**config.mk**
```make
export PLATFORM = sky130hd
export DESIGN_NAME = lvt_serializer
export DESIGN_NICKNAME = d
export VERILOG_FILES = /design/src/lvt_pkg.sv /design/src/lvt_serializer.sv /design/src/lvt_ser_lane.sv
export SDC_FILE = /design/constraint.sdc
export NUM_CORES = 1
export LEC_CHECK = 0
export BUFFER_PORTS_ARGS = -buffer_cell sky130_fd_sc_hd__clkbuf_2
export CAP_MARGIN = 10
export CORE_MARGIN = 3
export CORE_UTILIZATION = 45
export CTS_CLUSTER_SIZE = 40
export DETAILED_ROUTE_END_ITERATION = 7
export PLACE_DENSITY = 0.71
export SYNTH_ARGS = -nofsm -noshare
export SYNTH_HDL_FRONTEND = slang
export SYNTH_SLANG_ARGS = --single-unit
```
**constraint.sdc**
```tcl
create_clock -name ref_clk -period 3.4 [get_ports ref_clk]
set_input_delay 0.68 -clock ref_clk [delete_from_list [all_inputs] [get_ports ref_clk]]
set_output_delay 0.68 -clock ref_clk [all_outputs]
set_load 0.02 [all_outputs]
```
**src/lvt_pkg.sv**
```systemverilog
// Constants and types for the differential transmit serializer
// Overview of operation
// Capture up to ten-bit word into load register
// Most significant bit goes out first
// Strobe clocks load, bit clock clocks shift
// Factor three to ten, fixed while running
// Load strobe derived from serialization factor
// Channel may forward a clock instead
// Forwarded clock at data rate, max 800 MHz
// Clock divide 2/4/8/10 by factor
// Clock phase 0 or 180 degrees
// Extra phase shift in 45-degree steps
// Clock rate, divisor, phase fixed while running
// Bypass gives factor two or one
// Two pad output registers, double or single
// Pad registers clock from routing or PLLs
// Emulated outputs driven by general logic
// Second single-ended output drives inverse
// Words shift back to back, no idle
// Core holds word stable during load
package lvt_pkg;

	// ==========================================================
	// Register map
	localparam logic [7:0]  ADDR_CTRL   = 8'h00;
	localparam logic [7:0]  ADDR_STAT   = 8'h04;
	localparam logic [7:0]  ADDR_WCNT   = 8'h08;

	// ==========================================================
	// Control field positions
	localparam int CTRL_EN      = 0;
	localparam int CTRL_FACT_LO = 1;
	localparam int CTRL_MODE_LO = 5;
	localparam int CTRL_DDR     = 7;
	localparam int CTRL_DIV_LO  = 8;
	localparam int CTRL_PH180   = 11;
	localparam int CTRL_STEP_LO = 12;
	localparam int CTRL_CSRC_LO = 15;

	// ==========================================================
	// Status field positions
	localparam int STAT_EN      = 0;
	localparam int STAT_LOADED  = 1;
	localparam int STAT_CNT_LO  = 2;
	localparam int STAT_ERR     = 6;

	// ==========================================================
	// Reset values and limits
	localparam logic [3:0]  FACT_MIN    = 4'hA - 4'h7;
	localparam logic [3:0]  FACT_MAX    = 4'hA;
	localparam logic [3:0]  FACT_RST    = 4'hA;
	localparam logic [1:0]  MODE_RST    = 2'h0;
	localparam logic [2:0]  DIV_RST     = 3'h0;
	localparam logic [2:0]  STEP_RST    = 3'h0;
	localparam logic [1:0]  CSRC_RST    = 2'h0;
	localparam int          WORD_W      = 10;

	// Mode field encodings
	localparam logic [1:0]  MODE_SER    = 2'h0;
	localparam logic [1:0]  MODE_CLK    = 2'h1;
	localparam logic [1:0]  MODE_BYP    = 2'h2;

	// ==========================================================
	// Timing
	localparam int CLK_MHZ      = 250;
	localparam int FWD_MAX_MHZ  = 800;
	localparam bit FWD_RATE_OK  = (CLK_MHZ <= FWD_MAX_MHZ);

	// Channel mode, one-hot
	typedef enum logic [2:0] {
		LVT_SER = 3'h1,
		LVT_CLK = 3'h2,
		LVT_BYP = 3'h4
	} lvt_mode_t;

endpackage

```
**src/lvt_serializer.sv**
```systemverilog
// Differential transmit serializer channel with APB control
`timescale 1ns/1ns
module lvt_serializer
	import lvt_pkg::*;
(
	// Clock and reset
	input  wire logic              ref_clk,
	input  wire logic              nrst,
	// APB slave
	input  wire logic              psel,
	input  wire logic              penable,
	input  wire logic              pwrite,
	input  wire logic [7:0]        paddr,
	input  wire logic [31:0]       pwdata,
	output logic [31:0]            prdata,
	output logic                   pready,
	output logic                   pslverr,
	// Core parallel side
	input  wire logic [WORD_W-1:0] par_data,
	output logic                   par_load,
	// Side PLL and pad cell controls
	output logic [2:0]             pll_phase_step,
	output logic [1:0]             pad_clk_sel,
	// Differential output pair
	output logic                   tx_out_p,
	output logic                   tx_out_n
);

	// ==========================================================
	// Configuration and state registers
	logic              en_q;
	logic [3:0]        fact_q;
	logic [1:0]        mode_q;
	logic              ddr_q;
	logic [2:0]        div_q;
	logic              ph180_q;
	logic [2:0]        step_q;
	logic [1:0]        csrc_q;
	logic              err_q;
	logic              loaded_q;
	logic [3:0]        bit_cnt_q;
	logic [3:0]        div_cnt_q;
	logic              fclk_q;
	logic              byp_hi_q;
	logic              byp_lo_q;
	logic              out_p_q;
	logic              out_n_q;
	logic [15:0]       wcnt_q;
	logic [31:0]       prdata_q;
	logic              err_q_d;

	// ==========================================================
	// Bus decode
	wire               apb_setup  = psel && !penable;
	wire               apb_access = psel && penable;
	wire               hit_ctrl   = (paddr == ADDR_CTRL);
	wire               hit_stat   = (paddr == ADDR_STAT);
	wire               hit_wcnt   = (paddr == ADDR_WCNT);
	wire               hit_any    = hit_ctrl || hit_stat || hit_wcnt;
	wire               wr_ctrl    = apb_access && pwrite && hit_ctrl;

	wire [3:0]         w_fact = pwdata[CTRL_FACT_LO +: 4];
	wire [1:0]         w_mode = pwdata[CTRL_MODE_LO +: 2];
	wire [2:0]         w_div  = pwdata[CTRL_DIV_LO +: 3];

	// Divisor code to ratio minus one: 1, 2, 4, 8, 10
	function automatic logic [3:0] div_m1(input logic [2:0] code);
		case (code)
			3'h0:    div_m1 = 4'h0;
			3'h1:    div_m1 = 4'h1;
			3'h2:    div_m1 = 4'h3;
			3'h3:    div_m1 = 4'h7;
			3'h4:    div_m1 = 4'h9;
			default: div_m1 = 4'hF;
		endcase
	endfunction

	// Ratio must divide the word length
	function automatic logic div_ok(input logic [2:0] code,
	                                input logic [3:0] fact);
		logic [3:0] r;
		r = div_m1(code) + 4'h1;
		if (code > 3'h4)
			div_ok = 1'b0;
		else if (code == 3'h0)
			div_ok = 1'b1;
		else
			div_ok = ((fact % r) == 4'h0);
	endfunction

	wire fact_ok = (w_fact >= FACT_MIN) && (w_fact <= FACT_MAX);
	wire mode_ok = (w_mode == MODE_SER) || (w_mode == MODE_BYP) ||
	               ((w_mode == MODE_CLK) && FWD_RATE_OK);
	wire cfg_ok  = fact_ok && mode_ok && div_ok(w_div, w_fact);
	// Settings only move while the channel is stopped
	wire cfg_wr  = wr_ctrl && !en_q && cfg_ok;
	wire en_wr   = wr_ctrl && (en_q || cfg_ok);
	wire bad_wr  = wr_ctrl && !en_q && !cfg_ok;

	// ==========================================================
	// Mode decode
	lvt_mode_t mode_oh;
	assign mode_oh = (mode_q == MODE_CLK) ? LVT_CLK :
	                 (mode_q == MODE_BYP) ? LVT_BYP : LVT_SER;
	wire is_byp = (mode_oh == LVT_BYP);
	wire is_clk = (mode_oh == LVT_CLK);

	// ==========================================================
	// Word timing
	wire [3:0] eff_m1   = is_byp ? (ddr_q ? 4'h1 : 4'h0)
	                             : (fact_q - 4'h1);
	wire       load_stb = en_q && (bit_cnt_q == eff_m1);
	wire       xfer     = en_q && loaded_q && (bit_cnt_q == 4'h0);
	wire [3:0] bit_cnt_d = (!en_q || load_stb) ? 4'h0
	                                           : bit_cnt_q + 4'h1;
	wire [3:0] pad_sh   = FACT_MAX - fact_q;
	wire [WORD_W-1:0] par_aligned = par_data << pad_sh;
	wire       lane_bit;
	wire       fwd_wrap = (div_cnt_q == div_m1(div_q));
	wire       fwd_bit  = fclk_q ^ ph180_q;
	wire       byp_bit  = (bit_cnt_q == 4'h0) ? byp_hi_q : byp_lo_q;
	wire       out_d    = is_clk ? fwd_bit :
	                      is_byp ? byp_bit : lane_bit;

	// Core is expected to hold par_data through the strobe cycle
	assign par_load = load_stb;
	assign err_q_d  = bad_wr ? 1'b1 : (cfg_wr ? 1'b0 : err_q);

	lvt_ser_lane u_lane (
		.ref_clk  (ref_clk),
		.nrst     (nrst),
		.load_stb (load_stb && !is_byp && !is_clk),
		.xfer     (xfer),
		.din      (par_aligned),
		.ser_bit  (lane_bit)
	);

	// ==========================================================
	// Configuration register
	always_ff @(posedge ref_clk or negedge nrst) begin
		if (!nrst) begin
			en_q    <= 1'b0;
			fact_q  <= FACT_RST;
			mode_q  <= MODE_RST;
			ddr_q   <= 1'b0;
			div_q   <= DIV_RST;
			ph180_q <= 1'b0;
			step_q  <= STEP_RST;
			csrc_q  <= CSRC_RST;
			err_q   <= 1'b0;
		end else begin
			err_q <= err_q_d;
			if (en_wr) begin
				en_q <= pwdata[CTRL_EN];
			end
			if (cfg_wr) begin
				fact_q  <= w_fact;
				mode_q  <= w_mode;
				ddr_q   <= pwdata[CTRL_DDR];
				div_q   <= w_div;
				ph180_q <= pwdata[CTRL_PH180];
				step_q  <= pwdata[CTRL_STEP_LO +: 3];
				csrc_q  <= pwdata[CTRL_CSRC_LO +: 2];
			end
		end
	end

	// ==========================================================
	// Bit counter, pad registers, forwarded clock
	always_ff @(posedge ref_clk or negedge nrst) begin
		if (!nrst) begin
			bit_cnt_q <= 4'h0;
			loaded_q  <= 1'b0;
			byp_hi_q  <= 1'b0;
			byp_lo_q  <= 1'b0;
			wcnt_q    <= 16'h0000;
		end else begin
			bit_cnt_q <= bit_cnt_d;
			loaded_q  <= en_q && (loaded_q || load_stb);
			if (load_stb) begin
				wcnt_q <= wcnt_q + 16'h0001;
			end
			if (load_stb && is_byp) begin
				byp_hi_q <= ddr_q ? par_data[1] : par_data[0];
				byp_lo_q <= par_data[0];
			end
		end
	end

	always_ff @(posedge ref_clk or negedge nrst) begin
		if (!nrst) begin
			div_cnt_q <= 4'h0;
			fclk_q    <= 1'b0;
		end else if (!en_q || !is_clk) begin
			div_cnt_q <= 4'h0;
			fclk_q    <= 1'b0;
		end else if (fwd_wrap) begin
			div_cnt_q <= 4'h0;
			fclk_q    <= !fclk_q;
		end else begin
			div_cnt_q <= div_cnt_q + 4'h1;
		end
	end

	// ==========================================================
	// Output pair, both legs from flops
	always_ff @(posedge ref_clk or negedge nrst) begin
		if (!nrst) begin
			out_p_q <= 1'b0;
			out_n_q <= 1'b1;
		end else begin
			out_p_q <= en_q && out_d;
			out_n_q <= !(en_q && out_d);
		end
	end

	assign tx_out_p       = out_p_q;
	assign tx_out_n       = out_n_q;
	assign pll_phase_step = step_q;
	assign pad_clk_sel    = csrc_q;

	// ==========================================================
	// APB read path, zero wait states
	wire [31:0] ctrl_rd = {15'h0000, csrc_q, step_q, ph180_q, div_q,
	                       ddr_q, mode_q, fact_q, en_q};
	wire [31:0] stat_rd = {25'h0000000, err_q, bit_cnt_q, loaded_q,
	                       en_q};
	wire [31:0] rd_mux  = hit_ctrl ? ctrl_rd :
	                      hit_stat ? stat_rd :
	                      hit_wcnt ? {16'h0000, wcnt_q} : 32'h00000000;

	always_ff @(posedge ref_clk or negedge nrst) begin
		if (!nrst) begin
			prdata_q <= 32'h00000000;
		end else if (apb_setup) begin
			prdata_q <= rd_mux;
		end
	end

	assign prdata  = prdata_q;
	assign pready  = 1'b1;
	assign pslverr = apb_access && !hit_any;

	logic [3:0] gap_q;
	always_ff @(posedge ref_clk or negedge nrst) begin
		if (!nrst)
			gap_q <= 4'h0;
		else
			gap_q <= load_stb ? 4'h0 : gap_q + 4'h1;
	end
endmodule // lvt_serializer

```
**src/lvt_ser_lane.sv**
```systemverilog
// Load register and shift register of one serial lane
`timescale 1ns/1ns
module lvt_ser_lane
	import lvt_pkg::*;
(
	// Clock and reset
	input  wire logic              ref_clk,
	input  wire logic              nrst,
	// Control
	input  wire logic              load_stb,
	input  wire logic              xfer,
	// Data
	input  wire logic [WORD_W-1:0] din,
	output logic                   ser_bit
);

	logic [WORD_W-1:0] load_q;
	logic [WORD_W-1:0] shift_q;
	logic              bit_q;

	always_ff @(posedge ref_clk or negedge nrst) begin
		if (!nrst) begin
			load_q  <= '0;
			shift_q <= '0;
			bit_q   <= 1'b0;
		end else begin
			if (load_stb) begin
				load_q <= din;
			end
			if (xfer) begin
				bit_q   <= load_q[WORD_W-1];
				shift_q <= load_q << 1;
			end else begin
				bit_q   <= shift_q[WORD_W-1];
				shift_q <= shift_q << 1;
			end
		end
	end

	assign ser_bit = bit_q;

endmodule // lvt_ser_lane

```
==> results.sh <==
export IMPL_synthArstFlopShare_pct=100
export IMPL_fillers=930
export IMPL_place_ws_ns=-2.26
export IMPL_fp_dieW_um=112
export IMPL_multi_input_area_um2=2930
export IMPL_worst_slew_pin_slew_ns=1.03
export IMPL_powerDensity_nw_per_um2=476
export IMPL_crit_arrival_ns=5.51
export IMPL_syn_to_final_growth_pct=23.2
export IMPL_fp_dieH_um=112
export IMPL_utilization_pct=57.4
export IMPL_drv_cap=0
export IMPL_via_per_inst=5.44
export IMPL_syn_area_per_cell_um2=9.98
export IMPL_grt_pass1_vias=4053
export IMPL_yosys_register_bits=85
export IMPL_mostFrequentLayoutCells="dfrtp_1, clkbuf_2, nand2_1"
export IMPL_max_freq_mhz=189
export IMPL_clk_latency_ns=0.34
export IMPL_maxUsedRoutingLayer="met4"
export IMPL_hold_viol_final=0
export IMPL_postRouteAntennaNets=0
export IMPL_end_kind="flip-flop"
export IMPL_final_common_cell="dfrtp_1"
export IMPL_diodes=0
export IMPL_drt_iter0_markers=236
export IMPL_r2r_slack_ns=0.62
export IMPL_netlist_top_cells_area="dfrtp_1, ha_1, mux2_2, nand2_1, mux2i_1"
export IMPL_htreeDepth=3
export IMPL_rsz0062_at_grt="true"
export IMPL_yosysTopAreaCell="dfrtp_1"
export IMPL_cts_tree="built"
export IMPL_pin_count=97
export IMPL_drive_above_1_share_pct=30.4
export IMPL_vias=4071
export IMPL_antenna_found_initial=0
export IMPL_gp_congestion=0.900
export IMPL_clock_sinks=85
export IMPL_drt_met1_wl_mm=5.00
export IMPL_synth_top_cell_area_share_pct=40.3
export IMPL_start_util_pct=46.6
export IMPL_path_class="in -> reg"
export IMPL_reg2reg_from="fact_q[1]$_DFFE_PN1P_"
export IMPL_timing_final_crit_share_pct=156
export IMPL_core_area_um2=10900
export IMPL_drt_first_pass_iters=5
export IMPL_r2r_worst_path_cells=9
export IMPL_portBuffers=65
export IMPL_required_ns=3.61
export IMPL_nNetsFinal=676
export IMPL_leakage_nw=3.07
export IMPL_grt_total_usage_pct=19.2
export IMPL_whs_path_depth=1
export IMPL_hp_class="reg -> reg"
export IMPL_grt_start_max_net_pins=86
export IMPL_start_kind="input pin"
export IMPL_critPathMaxFanout=11
export IMPL_yosys_warnings=0
export IMPL_cts_buffers=9
export IMPL_register_area_um2=2130
export IMPL_dr_wl_met2_mm=6.01
export IMPL_slew_headroom_pct=31.1
export IMPL_ys_seq_area_share_pct=41.8
export IMPL_die_area_um2=12600
export IMPL_grt_pass1_wl_mm=19.9
export IMPL_failed_checks="negative setup slack"
export IMPL_yosys_cell_types_count=66
export IMPL_setup_slack_ns=-1.89
export IMPL_wl_per_cell_um=15.8
export IMPL_reg2reg_to="u_lane.load_q[3]$_DFFE_PN0P_"
export IMPL_holdPathEnd="u_lane.shift_q[1]$_DFF_PN0_"
export IMPL_synth_edf_count=0
export IMPL_layout_min_cycle_time_ns=5.29
export IMPL_root_buffer="clkbuf_16"
export IMPL_ir_drop_uv=237
export IMPL_synth_cells=511
export IMPL_worstHoldStart="u_lane.load_q[0]$_DFFE_PN0P_"
export IMPL_final_setup_viol_count=18
export IMPL_finalWirelength_mm=11.8
export IMPL_drc=0
export IMPL_overflow=0
export IMPL_outcome="finished, violations left"
export IMPL_row_count=38
export IMPL_clockBufferDepth=2
export IMPL_ctsHoldBuffers=0
export IMPL_clock_skew_ns=0.00747
export IMPL_syn_area_um2=5100
export IMPL_path_clk_slew_ns=0.06
export IMPL_maxSlewViolCount=0
export IMPL_detailed_place_hpwl_mm=8.58
export IMPL_wl_met3_um=618
export IMPL_synthFlopType="dfrtp_1"
[registers in the layout (all words and copies together) (netlist names)]
register / flops
fact_q: 4
tx_out_n: 1
byp_hi_q: 1
div_cnt_q: 4
ph180_q: 1
ddr_q: 1
pad_clk_sel: 2
mode_q: 2
fclk_q: 1
pll_phase_step: 3
prdata: 17
u_lane.ser_bit: 1
div_q: 3
byp_lo_q: 1
tx_out_p: 1
wcnt_q: 16
u_lane.load_q: 10
loaded_q: 1
u_lane.shift_q: 9
en_q: 1
bit_cnt_q: 4
err_q: 1
[metrics by stage]
stage | cells | power (mW) | setup TNS (ns) | area, µm² | hold WS, ns
CTS | 748 | 2.95 | -31.53 | 6200 | 0.476
global placement | 726 | 1.81 | -36.33 | 5750 | 0.460
global route | 748 | 3.12 | -35.93 | 6280 | 0.490
finish | 748 | 2.99 | -32.95 | 6280 | 0.473
detailed placement | 726 | 1.84 | -39.91 | 5750 | 0.459
floorplan | 525 | 1.62 | -36.14 | 5220 | 0.384
[worst max-delay path, cell delays in order]
cell,delay [ns]
buf_6,0.09
or3_4,0.40
ha_4,0.28
or4b_1,0.42
o311a_1,0.16
ha_4,0.24
a21o_1,0.19
a31oi_4,0.21
nor2_4,0.08
ha_4,0.17
buf_4,0.13
o21a_1,0.22
a21oi_4,0.25
nor2_4,0.07
nor2_2,0.10
a21oi_2,0.05
ha_1,0.33
nor2b_4,0.16
o21ai_2,0.07
a211oi_2,0.29
nor3_4,0.09
o31ai_4,0.32
buf_12,0.18
mux2_1,0.33
[area by class of cell]
cell class | count | share of cell area [%]
Sequential cell | 85 | 33.9
Clock inverter | 2 | 0.956
Timing Repair Buffer | 106 | 10.5
Multi-Input combinational cell | 383 | 46.7
Clock buffer | 14 | 4.04
Tap cell | 140 | 2.79
Inverter | 18 | 1.08
[layer usage]
metal / vias up / global-route usage [%]
met2: 128 / 32.9
met3: 19 / 2.96
met5: - / 0
li1: 1958 / -
met1: 1966 / 25.1
met4: 0 / 5.85
[power breakdown]
part,total (mW),leakage (nW),internal (mW),switching (mW)
Combinational,0.788,1.78,0.355,0.433
Sequential,1.16,1.13,1.09,0.0707
Clock,1.03,0.151,0.665,0.369
[cells by family (layout without fill, tap and decap cells)]
group / count (synthesis) / after routing / share of synthesized area, %
simple gates: 164 / 164 / 16.9
compound gates: 97 / 97 / 12.1
flops: 85 / 85 / 41.8
mux: 56 / 56 / 13.0
xor+xnor: 31 / 31 / 5.33
fa+ha+maj: 19 / 19 / 4.76
other cells: 2 / 16 / 0.147
buf+inv: 57 / 140 / 6.01
[Yosys cell counts (6+ instances only)]
library cell	instances
mux2_4	8
dfrtp_1	82
mux2_2	17
mux2_1	12
mux2i_1	17
xnor2_1	18
inv_1	17
and4_1	6
o21ai_0	34
clkbuf_1	14
and3_1	6
nand2_1	46
nand3_1	13
ha_1	17
a22oi_1	10
nor2b_1	7
buf_4	17
a211oi_1	6
nand2b_1	7
nor2_1	39
a21oi_1	20
nor3_1	6
xor2_1	13
[worst max path at each step]
stage | startpoint | endpoint | depth (start not counted)
CTS | pwdata[8] | pll_phase_step[0]$_DFFE_PN0P_ | 22
floorplan | pwdata[8] | ddr_q$_DFFE_PN0P_ | 23
global route | pwdata[8] | div_q[1]$_DFFE_PN0P_ | 24
detailed placement | pwdata[8] | pll_phase_step[0]$_DFFE_PN0P_ | 22
finish | pwdata[8] | pll_phase_step[0]$_DFFE_PN0P_ | 24
global placement | pwdata[8] | pad_clk_sel[0]$_DFFE_PN0P_ | 22
[what timing repair did]
item / in CTS / in global routing
endpoints found under the setup margin: 18 / 18
pin swaps: 2 / 7
cloned: 0 / 0
buffers inserted: 6 / 2
gates resized for setup: 23 / 17
endpoints found under the hold margin: 0 / 0
(Power assumes the default switching activity.)
